**src/shared/fifo_port_pkg.sv**
```systemverilog
// Shared constants and carrier types for the parallel FIFO / bit-bang port
`default_nettype none
package fifo_port_pkg;

  // Data path geometry
  localparam int DATA_W = 8;
  localparam int BUF_DEPTH = 2;
  localparam int SYNC_STAGES = 2;

  // Strobe inputs crossing into core_clk: read, write, send-now/wake
  localparam int STROBE_W = 3;
  localparam int STB_RD = 0;
  localparam int STB_WR = 1;
  localparam int STB_WAKE = 2;
  // Strobes idle high, so the synchroniser starts from all ones
  localparam logic [STROBE_W-1:0] STROBE_IDLE = 3'h7;

  // Bus drive patterns and values after reset
  localparam logic [DATA_W-1:0] BUS_ALL_OUT = 8'hff;
  localparam logic [DATA_W-1:0] BUS_ALL_IN = 8'h00;
  localparam logic [DATA_W-1:0] DATA_RESET = 8'h00;

  // Cycles from a pin edge to its detection in core_clk
  localparam int EDGE_LATENCY = SYNC_STAGES;

  // Configuration-memory and host mode selection
  typedef struct packed {
    logic asyncFifoSel;  // Configuration memory selects async FIFO mode
    logic bitBangEn;     // Host software selects bit-bang mode
    logic remoteWakeEn;  // Configuration memory enables remote wakeup
  } port_cfg_t;

  // Host command that sets the bit-bang pins
  typedef struct packed {
    logic [DATA_W-1:0] dir;   // One bit per line, high drives the line
    logic [DATA_W-1:0] data;
  } bb_cmd_t;

  // Read-side sequencer
  typedef enum logic [1:0] {
    RD_IDLE,
    RD_DRIVE,
    RD_GAP
  } rd_state_t;

endpackage : fifo_port_pkg
`default_nettype wire

```
**src/hdl/async_fifo_bitbang_port.sv**
```systemverilog
// Device-side parallel port: async byte FIFO and bit-bang modes
// Functional notes
// - Async FIFO transfers run only when configuration memory selects it.
// - FIFO transfers trigger on falling read or write strobe edges.
// - Outside bit-bang mode the data bus is an input, driven only for a read until its synchronised rise.
// - rx_data_avail_n is low only while a receive byte is available.
// - After a read rises, rx_data_avail_n goes high, low again if more.
// - Both status outputs float during reset so the pull-ups read high.
// - tx_space_avail_n is low only while the transmit FIFO has room.
// - A falling read strobe puts the current receive byte on the bus.
// - A read strobe rise pops the receive FIFO and fetches the next byte.
// - A falling write strobe stores the bus byte into the transmit FIFO.
// - A send/wake low pulse when suspended with wakeup on asks resume.
// - A send/wake low pulse while powered flushes data at next bulk IN.
// - Bit-bang mode makes the eight lines a host-controlled parallel bus.
// - Each bit-bang pin update pulses pin_update_pulse_n low.
// - Each bit-bang sample is marked by a rising pin_sample_pulse_n.
`timescale 1ns/100ps
`default_nettype none
module async_fifo_bitbang_port (
  // Clock and reset
  input wire logic core_clk,
  input wire logic sys_rst,
  // Mode selection and power state
  input wire fifo_port_pkg::port_cfg_t cfg,
  input wire logic power_enable_n,
  // External strobes
  input wire logic rdStrobe_n,
  input wire logic wrStrobe_n,
  input wire logic send_now_wake_n,
  // Parallel data bus, split into pin signals
  input wire logic [fifo_port_pkg::DATA_W-1:0] busIn,
  output logic [fifo_port_pkg::DATA_W-1:0] busOut,
  output logic [fifo_port_pkg::DATA_W-1:0] busOe,
  // FIFO status pins with their output enables
  output logic rx_data_avail_n,
  output logic rxAvailOe,
  output logic tx_space_avail_n,
  output logic txSpaceOe,
  // Bit-bang strobe pins
  output logic pin_update_pulse_n,
  output logic pin_sample_pulse_n,
  // USB side: bytes towards the external party
  input wire logic rxInValid,
  input wire logic [fifo_port_pkg::DATA_W-1:0] rxInData,
  output logic rxInReady,
  // USB side: bytes from the external party
  output logic txOutValid,
  output logic [fifo_port_pkg::DATA_W-1:0] txOutData,
  input wire logic txOutReady,
  // USB side: bit-bang commands and samples
  input wire logic bbWrValid,
  input wire fifo_port_pkg::bb_cmd_t bbCmd,
  input wire logic bbSampleReq,
  output logic bbSampleValid,
  output logic [fifo_port_pkg::DATA_W-1:0] bbSampleData,
  // USB side: send-now and resume requests
  output logic sendNowReq,
  output logic resumeReq
);

  localparam int DW = fifo_port_pkg::DATA_W;

  // Synchronised strobes and their previous values
  logic [fifo_port_pkg::STROBE_W-1:0] strobeSync;
  logic [fifo_port_pkg::STROBE_W-1:0] strobePrev;
  // Bus samples delayed to line up with the synchronised strobes
  logic [DW-1:0] busDly [fifo_port_pkg::EDGE_LATENCY];
  fifo_port_pkg::rd_state_t rdState;
  fifo_port_pkg::rd_state_t next_rdState;
  logic sampleArmed;

  // Buffer handshakes
  logic rxOutValid;
  logic [DW-1:0] rxOutData;
  logic txInReady;

  signal_sync u_sync (
    .core_clk(core_clk),
    .sys_rst(sys_rst),
    .asyncIn({send_now_wake_n, wrStrobe_n, rdStrobe_n}),
    .syncOut(strobeSync)
  );

  // Mode decode
  // FIFO mode gate
  wire fifoActive = cfg.asyncFifoSel && !cfg.bitBangEn;
  wire bbActive = cfg.bitBangEn;

  // Edge detection on the second synchroniser stage only
  wire rdSync = strobeSync[fifo_port_pkg::STB_RD];
  wire wrSync = strobeSync[fifo_port_pkg::STB_WR];
  wire wakeSync = strobeSync[fifo_port_pkg::STB_WAKE];
  wire rdFall = strobePrev[fifo_port_pkg::STB_RD] && !rdSync;
  wire rdRise = !strobePrev[fifo_port_pkg::STB_RD] && rdSync;
  wire wrFall = strobePrev[fifo_port_pkg::STB_WR] && !wrSync;
  wire wakeFall = strobePrev[fifo_port_pkg::STB_WAKE] && !wakeSync;

  // Read and write acceptance
  // ignore reads without data
  wire rdAccept = fifoActive && rdFall && (rdState == fifo_port_pkg::RD_IDLE)
    && !rx_data_avail_n;
  wire rxPop = fifoActive && rdRise && (rdState == fifo_port_pkg::RD_DRIVE);
  wire txPush = fifoActive && wrFall && !tx_space_avail_n;
  wire [DW-1:0] busAtEdge = busDly[fifo_port_pkg::EDGE_LATENCY-1];

  // Status next values
  // high after read rise
  wire rxHold = (rdState == fifo_port_pkg::RD_IDLE)
    || ((rdState == fifo_port_pkg::RD_DRIVE) && !rdRise);
  wire next_rxAvail_n = !(fifoActive && rxOutValid && rxHold);
  wire next_txSpace_n = !(fifoActive && txInReady && !txPush);

  // Receive path buffer: a stalled reader back-pressures the USB side
  two_entry_buffer u_rxBuf (
    .core_clk(core_clk),
    .sys_rst(sys_rst),
    .inValid(rxInValid),
    .inData(rxInData),
    .inReady(rxInReady),
    .outValid(rxOutValid),
    .outData(rxOutData),
    .outReady(rxPop)
  );

  // Transmit path buffer: a stalled USB side holds tx_space_avail_n high
  two_entry_buffer u_txBuf (
    .core_clk(core_clk),
    .sys_rst(sys_rst),
    .inValid(txPush),
    .inData(busAtEdge),
    .inReady(txInReady),
    .outValid(txOutValid),
    .outData(txOutData),
    .outReady(txOutReady)
  );

  // Read sequencer; the gap state lets the buffer settle after a pop
  always_comb begin
    next_rdState = rdState;
    unique case (rdState)
      fifo_port_pkg::RD_IDLE: begin
        if (rdAccept) begin
          next_rdState = fifo_port_pkg::RD_DRIVE;
        end
      end
      fifo_port_pkg::RD_DRIVE: begin
        if (rdRise || !fifoActive) begin
          next_rdState = fifo_port_pkg::RD_GAP;
        end
      end
      fifo_port_pkg::RD_GAP: begin
        next_rdState = fifo_port_pkg::RD_IDLE;
      end
    endcase
  end

  // Edge history, bus alignment and sequencer state
  always_ff @(posedge core_clk) begin
    if (sys_rst) begin
      strobePrev <= fifo_port_pkg::STROBE_IDLE;
      busDly <= '{default: fifo_port_pkg::DATA_RESET};
      rdState <= fifo_port_pkg::RD_IDLE;
    end else begin
      strobePrev <= strobeSync;
      busDly[0] <= busIn;
      for (int k = 1; k < fifo_port_pkg::EDGE_LATENCY; k++) begin
        busDly[k] <= busDly[k-1];
      end
      rdState <= next_rdState;
    end
  end

  // Status pins: floating in reset, pull-ups make them read inactive
  always_ff @(posedge core_clk) begin
    if (sys_rst) begin
      rxAvailOe <= 1'h0;
      txSpaceOe <= 1'h0;
      rx_data_avail_n <= 1'h1;
      tx_space_avail_n <= 1'h1;
    end else begin
      rxAvailOe <= 1'h1;
      txSpaceOe <= 1'h1;
      rx_data_avail_n <= next_rxAvail_n;
      tx_space_avail_n <= next_txSpace_n;
    end
  end

  // Data bus drive; the release follows the pin by the sync latency
  always_ff @(posedge core_clk) begin
    if (sys_rst) begin
      busOut <= fifo_port_pkg::DATA_RESET;
      busOe <= fifo_port_pkg::BUS_ALL_IN;
    end else if (bbActive) begin
      if (bbWrValid) begin
        busOut <= bbCmd.data;
        busOe <= bbCmd.dir;
      end
    end else if (rdAccept) begin
      busOut <= rxOutData;
      busOe <= fifo_port_pkg::BUS_ALL_OUT;
    end else if (!fifoActive || rdState != fifo_port_pkg::RD_DRIVE
        || rdRise) begin
      busOe <= fifo_port_pkg::BUS_ALL_IN;
    end
  end

  // Bit-bang strobes and sampling
  always_ff @(posedge core_clk) begin
    if (sys_rst) begin
      pin_update_pulse_n <= 1'h1;
      pin_sample_pulse_n <= 1'h1;
      sampleArmed <= 1'h0;
      bbSampleValid <= 1'h0;
      bbSampleData <= fifo_port_pkg::DATA_RESET;
    end else begin
      pin_update_pulse_n <= !(bbActive && bbWrValid);
      sampleArmed <= bbActive && bbSampleReq && !sampleArmed;
      pin_sample_pulse_n <= !(bbActive && bbSampleReq && !sampleArmed);
      bbSampleValid <= sampleArmed;
      if (sampleArmed) begin
        bbSampleData <= busIn;
      end
    end
  end

  // Send-now and resume requests, one-cycle pulses to the USB engine
  always_ff @(posedge core_clk) begin
    if (sys_rst) begin
      sendNowReq <= 1'h0;
      resumeReq <= 1'h0;
    end else begin
      resumeReq <= wakeFall && power_enable_n && cfg.remoteWakeEn;
      sendNowReq <= wakeFall && !power_enable_n;
    end
  end
endmodule : async_fifo_bitbang_port
`default_nettype wire

```
**src/hdl/signal_sync.sv**
```systemverilog
// Two-flop synchroniser bank for the asynchronous strobe inputs
`timescale 1ns/100ps
`default_nettype none
module signal_sync #(
  parameter int WIDTH = fifo_port_pkg::STROBE_W,
  parameter logic [WIDTH-1:0] IDLE = fifo_port_pkg::STROBE_IDLE
) (
  // Clock and reset
  input wire logic core_clk,
  input wire logic sys_rst,
  // Asynchronous inputs and their synchronised copies
  input wire logic [WIDTH-1:0] asyncIn,
  output logic [WIDTH-1:0] syncOut
);

  // First stage feeds only the second stage of the same bit
  genvar i;
  generate
    for (i = 0; i < WIDTH; i++) begin : g_bit
      logic meta;
      always_ff @(posedge core_clk) begin
        if (sys_rst) begin
          meta <= IDLE[i];
          syncOut[i] <= IDLE[i];
        end else begin
          meta <= asyncIn[i];
          syncOut[i] <= meta;
        end
      end
    end
  endgenerate

endmodule : signal_sync
`default_nettype wire

```
**src/hdl/two_entry_buffer.sv**
```systemverilog
// Small valid/ready FIFO with registered ready and valid flags
`timescale 1ns/100ps
`default_nettype none
module two_entry_buffer #(
  parameter int WIDTH = fifo_port_pkg::DATA_W,
  parameter int DEPTH = fifo_port_pkg::BUF_DEPTH
) (
  // Clock and reset
  input wire logic core_clk,
  input wire logic sys_rst,
  // Filling side
  input wire logic inValid,
  input wire logic [WIDTH-1:0] inData,
  output logic inReady,
  // Draining side
  output logic outValid,
  output logic [WIDTH-1:0] outData,
  input wire logic outReady
);

  localparam int PW = (DEPTH > 1) ? $clog2(DEPTH) : 1;
  localparam int CW = $clog2(DEPTH + 1);
  localparam logic [PW-1:0] LAST = PW'(DEPTH - 1);

  logic [WIDTH-1:0] mem [DEPTH];
  logic [PW-1:0] wrPtr;
  logic [PW-1:0] rdPtr;
  logic [CW-1:0] count;

  // Handshakes and next occupancy; ready and valid leave straight from flops
  wire full = !inReady;
  wire empty = !outValid;
  wire push = inValid && !full;
  wire pop = outReady && !empty;
  wire [CW-1:0] next_count = count + CW'(push) - CW'(pop);
  assign outData = mem[rdPtr];

  // Storage is not reset; the flags alone say what is valid
  always_ff @(posedge core_clk) begin
    if (push) begin
      mem[wrPtr] <= inData;
    end
  end

  // Pointers and flags; flags are registered so ready has no input path
  always_ff @(posedge core_clk) begin
    if (sys_rst) begin
      wrPtr <= '0;
      rdPtr <= '0;
      count <= '0;
      inReady <= 1'h1;
      outValid <= 1'h0;
    end else begin
      if (push) begin
        wrPtr <= (wrPtr == LAST) ? '0 : wrPtr + PW'(1);
      end
      if (pop) begin
        rdPtr <= (rdPtr == LAST) ? '0 : rdPtr + PW'(1);
      end
      count <= next_count;
      inReady <= (next_count != CW'(DEPTH));
      outValid <= (next_count != '0);
    end
  end

endmodule : two_entry_buffer
`default_nettype wire

```
**config.mk**
```make
export PLATFORM = sky130hd
export DESIGN_NAME = async_fifo_bitbang_port
export DESIGN_NICKNAME = d
export VERILOG_FILES = /design/src/shared/fifo_port_pkg.sv /design/src/hdl/async_fifo_bitbang_port.sv /design/src/hdl/signal_sync.sv /design/src/hdl/two_entry_buffer.sv
export SDC_FILE = /design/constraint.sdc
export NUM_CORES = 1
export LEC_CHECK = 0
export CAP_MARGIN = 40
export CORE_AREA = 2 2 96 98
export DETAILED_ROUTE_END_ITERATION = 7
export DIE_AREA = 0 0 98 100
export DONT_BUFFER_PORTS = 1
export PLACE_DENSITY = 0.7
export SLEW_MARGIN = 20
export SYNTH_ARGS = -nofsm -noshare
export SYNTH_HDL_FRONTEND = slang
export SYNTH_SLANG_ARGS = --single-unit
```
**constraint.sdc**
```tcl
create_clock -name core_clk -period 2.2 [get_ports core_clk]
set_clock_uncertainty 0.05 [all_clocks]
set_input_delay 0.11 -clock core_clk [delete_from_list [all_inputs] [get_ports core_clk]]
set_output_delay 0.11 -clock core_clk [all_outputs]
set_load 0.005 [all_outputs]
```
; Word-level counts from Yosys, hierarchy flattened
; Memories as Yosys holds them, arrays and structs flattened. A register that Yosys moved wholly into a read port is not among the register bits.
; Cells that the tools add are included.
[op_classes]
add_sub_neg = 8
reduce_logical = 55
muxes = 23
n_eq_ne = 8
[ops]
columns = cell, n
row1 = 8-bit two-way mux, 7
row2 = 1-bit logical AND, 27
row3 = 1-bit zero test, 16
row4 = 1-bit two-way mux, 13
row5 = "2-bit by 1-bit inequality test with 1-bit output, second input constant", 3
row6 = "2-bit inequality test, second input constant", 3
row7 = 2-bit case mux with 3 select lines, 1
row8 = 2-bit AND reduction, 3
row9 = 2-bit nonzero test, 3
row10 = "1-bit adder, second input constant", 4
row11 = 2-bit by 1-bit adder with 2-bit output, 2
row12 = 1-bit logical OR, 4
row13 = 2-bit two-way mux, 2
row14 = 2-bit by 1-bit subtractor with 2-bit output, 2
row15 = 3-bit nonzero test, 1
row16 = "2-bit by 1-bit == test with 1-bit output, second input constant", 1
row17 = "2-bit == test, second input constant", 1
row18 = 2-bit zero test, 1
[totals]
mem_bits_rw = 32
word_cells = 128
out_inout_bits = 43
register_bits = 72
n_memories = 2
input_bits = 45
[memory_table]
columns = name, depth, word_bits, rd, rd_clocked_by_memory_dff, wr, line
row1 = u_rxBuf.mem, 2, 8, 1, 1, 1, two_entry_buffer.sv:25  ; logic [WIDTH-1:0] mem [DEPTH];
row2 = u_txBuf.mem, 2, 8, 1, 1, 1, two_entry_buffer.sv:25

; Longest topological paths before layout
[depth]
ltp_word = 8
depth_mapped = 11
ltp_nobuf = 11

; Cells and area by module
; A second synthesis with hierarchy kept.
[unflattened]
cells_unflattened = 314
hier_area_um2 = 3881.2
[by_module_without_submodules]
columns = mod, instances, seq_area_each_um2, cells_each, area_each_um2
row1 = async_fifo_bitbang_port, 1, 1081.0, 192, 1999.4
row2 = two_entry_buffer, 2, 620.6, 55, 862.1
row3 = signal_sync, 1, 120.1, 12, 157.7

; Worst setup path before layout
; Ideal clock, no wire load.
[synth_path]
path_type = reg-to-reg
startpoint = register rdState[1]
endpoint = register u_rxBuf.outValid
setup_time_ns = 0.123
synth_period_minus_slack_ns = 2.232
n_path_buf = 0
required_ns = 2.027
stages_incl_launch_ff = 12
arrival_time_ns = 2.058
path_slack_ns = -0.032
path_cell_list = dfxtp_1 inv_1 ha_1 inv_1 nor4_4 ha_1 inv_1 ha_1 xor2_1 xnor2_1 nor2_1 or2_2
[synth_between]
elab_chain_len = 5
[synth_lines]
columns = item, line
row1 = start: declaration, async_fifo_bitbang_port.sv:69  ; fifo_port_pkg::rd_state_t rdState;
row2 = start signal: assignment, async_fifo_bitbang_port.sv:163  ; rdState <= fifo_port_pkg::RD_IDLE;
row3 = start signal: assignment, async_fifo_bitbang_port.sv:170  ; rdState <= next_rdState;
row4 = 2-bit by 1-bit == test with 1-bit output, async_fifo_bitbang_port.sv:103  ; wire rxPop = fifoActive && rdRise && (rdState == fifo_port_pkg::RD_DRIVE);
row5 = 1-bit logical AND, async_fifo_bitbang_port.sv:103
row6 = 1-bit logical AND, two_entry_buffer.sv:34  ; wire pop = outReady && !empty;
row7 = net u_rxBuf.pop, two_entry_buffer.sv:34
row8 = 2-bit by 1-bit subtractor with 2-bit output, two_entry_buffer.sv:35  ; wire [CW-1:0] next_count = count + CW'(push) - CW'(pop);
row9 = 2-bit nonzero test, two_entry_buffer.sv:62  ; outValid <= (next_count != '0);
row10 = end signal: assignment, two_entry_buffer.sv:62
row11 = end: declaration, two_entry_buffer.sv:16  ; output logic outValid,
; The timed path passes the listed nets, and every way through them passes these cells.
; A chain may end at the register's enable or synchronous reset.

; Worst setup path after layout
; Ends and elaborated chain as after synthesis.

==> flow_summary.yaml <==
status:
  status: "completed"
timing:
  worst_pin_slew_ps: 770.0
  hold_viol: 0
  timing.final.crit_share: 0.9730
  period_minus_slack_ps: 2141
  maxSlewHeadroom: 0.4850
  max_freq_mhz: 467.2
  maxSlewViolCount: 0
  finalSetupTns_ps: 0
  rsz0062_at_grt: "true"
  setup_viol: 0
placed_design:
  dp.cells: 414
  placed_area_um2: 3961
  portBuffers: 0
  dpl.hpwl_um: 4358
  gp_congestion: 0.7331
worst_setup_path:
  worst_setup_path_end_kind: "register"
  required_ps: 2400
  rr_worst_depth: 11
  cp.arrival_ps: 2340
  cp-startpoint: "rdState[1]$_SDFFE_PP0P_"
  crit_type: "reg2reg"
  r2r-start: "rdState[1]$_SDFFE_PP0P_"
  cp-start-kind: "register"
  r2r_slack_ps: 60
  worst-path-max-fanout: 2
layout:
  n_fill_cell: 779
  drive_gt1_frac: 0.1671
  fin_nets: 412
  fin_cells: 476
  area_growth_pct: 20.14
  final_area_um2: 4642
  diodes: 0
floorplanning:
  dieArea_um2: 9800
  start_util: 0.4346
  fp.coreArea_um2: 8890
  dieWidth_um: 98
  die_h_um: 100
  ioPinCount: 88
  row_count: 35
power:
  seqPwrFrac: 0.595
  p_int_w: 0.002780
  power_leakage_nw: 1.752
  ir_worst_vdd_mv: 0.4147
  p_comb_frac: 0.103
  netSwitchingFraction: 0.2529
  clkPwrFrac: 0.301
  power.switching_w: 0.0009413
  powerDensity_nw_per_um2: 801.7
  total_power_w: 0.003721
global_routing:
  grt_pass1_vias: 2257
  grt.overflow.total: 0
  grt.total_usage: 0.1437
  grt_max_degree: 68
  grt_pass1_wl_um: 11150
  antenna_found_initial: 0
worst_hold_path:
  hold_depth: 3
  hold_path_class: "in2reg"
  hold_start: "cfg[1]"
synth:
  postSynth.asyncResetShare: 0
  yosysTopAreaCellShare: 0.3834
  synth_compound_area_frac: 0.04145
  synth_area_um2: 3864
  synth_top_family_by_area: "simple AND/OR/NAND/NOR gates"
  synthCells: 313
  ys_warn_count: 0
  synth_fp_nets: 365
  synthMuxAreaShare: 0.09100
  synthFlopType: "dfxtp_1"
  synthDistinctLibCells: 37
  ys_ff_latch: 106
  synthSimpleGateAreaFrac: 0.1613
  synthTopCellsByArea: "dfxtp_1, edfxtp_1, mux2i_1"
  synth.largest_area_cell: "dfxtp_1"
  synth-edff-count: 32
  syn_avg_cell_area_um2: 12.34
  synthAdderAreaFrac: 0.02267
  ys_seq_area_frac: 0.6321
  synth_xor_area_frac: 0.01813
route:
  ant_nets: 0
  wl_per_cell_um: 14.91
  vias: 2286
  drt_iter0_markers: 117
  drc_errors: 0
  dr.pass1.iters: 4
  via_per_inst: 4.803
  drt_wl_total_um: 7095
clock_network:
  cts_buffers: 9
  clockBufferDepth: 2
  tritoncts: "yes"
  cts_max_level: 3
  cts_sinks: 106
  clkLatencyLatePin_ps: 350
  root_buffer: "clkbuf_8"
  clk_pin_slew_ps: 100
flow_run:
  drv_cap: 0
synthesized netlist by cell type (all sizes together) (2+ instances only):
cell	n
dfxtp	74
nor2	38
edfxtp	32
mux2i	25
nand2	21
nor2b	21
inv	12
or2	11
mux2	9
o21ai	9
buf	8
a211oi	7
ha	7
clkbuf	6
xnor2	5
nor3	4
and3	3
xor2	3
and2	2
and2b	2
nand2b	2
or3	2
sequential cells by signal (all words and copies together), names as in the netlist, 2 cells and up, named ones only:
register / flops
u_rxBuf.mem: 16
u_txBuf.mem: 16
bbSampleData: 8
busAtEdge: 8
busDly: 8
busOe: 8
busOut: 8
strobePrev: 3
u_sync.g_bit.meta: 3
u_sync.syncOut: 3
rdState: 2
u_rxBuf.count: 2
u_txBuf.count: 2
through the flow:
stage	hold WS (ps)	setup WS, ps	util
finish	39.03	59.36	0.5222
global route	29.12	-88.93	0.5222
CTS	23.95	24.45	0.5178
detailed placement	126.7	-45.39	0.4456
global placement	125.1	46.77	0.4456
floorplan	121.9	34.61	-
power groups by stage:
stage                     logic (W)  registers [W]  clock network (W)
after floorplan            0.000271        0.00222                  0
after detailed placement   0.000274        0.00226                  0
after global placement     0.000266        0.00226                  0
after CTS                  0.000369        0.00222            0.00115
after global routing       0.000433        0.00223            0.00123
final                      0.000385        0.00222            0.00112
cells by family after synthesis:
group,after synthesis
flip-flops,106
XOR/XNOR,8
buffers and inverters,26
multiplexers,34
AO/OA/AOI/OAI,20
adder cells (fa/ha/maj),7
AND/OR/NAND/NOR,112
routing by layer:
metal	wire length [µm]	track usage	vias to the layer above
met2	3676	0.2397	53
li1	-	-	1142
met4	121	0.06090	0
met5	0	0	-
met3	245	0.03343	10
met1	3052	0.1803	1081
placed cells by master, fill, tap and decap left out, types with 2 or more instances in the layout:
cell           count
inv_1             10
nand2b_4           2
edfxtp_1          32
clkbuf_8           9
ha_1               5
and2b_4            2
nor3_1             3
xnor2_1            4
or2_2             10
dfxtp_1           72
or3_1              2
and2_1             2
mux2i_1           25
inv_8              2
xor2_1             2
and3_1             2
nor2b_1           21
inv_6              2
dlygate4sd3_1     43
inv_2              2
mux2_2             9
clkinvlp_4         2
dfxtp_2            2
a211oi_1           7
o21ai_0            8
nor2_1            37
buf_4              6
nand2_1           21
final cells by class:
class,count,area (µm²),share of cell area
clock buffers,10,127.6,0.02749
clock inverters,6,55.05,0.01186
inverters,12,45.04,0.009704
multi-input cells,181,1328,0.2860
flip-flops and latches,106,2445,0.5267
well taps,111,138.9,0.02992
repair buffers,50,503.0,0.1084
path summary, 6_finish.rpt:
path                                      end
hold reg to reg    rx_data_avail_n$_SDFF_PP1_
hold / removal    tx_space_avail_n$_SDFF_PP1_
setup reg to reg  u_rxBuf.outValid$_SDFF_PP0_
setup / recovery  u_rxBuf.outValid$_SDFF_PP0_
worst max-delay path, stage by stage (launching register included):
cell and delay, ps:
dfxtp_2 340, inv_2 70, ha_4 130, inv_2 40, nor4_4 270, ha_1 280
inv_1 70, ha_2 180, xor2_2 180, xnor2_2 150, nor2_2 70, or2_4 220
what timing repair did:
action | in CTS | in global routing
hold buffers | 44 | 0
endpoints found under the hold margin | 90 | 0
gates resized for setup | 2 | 7
pin swaps | 4 | 7
buffers inserted | 0 | 2
endpoints found under the setup margin | 1 | 1
(Power assumes the default switching activity.)
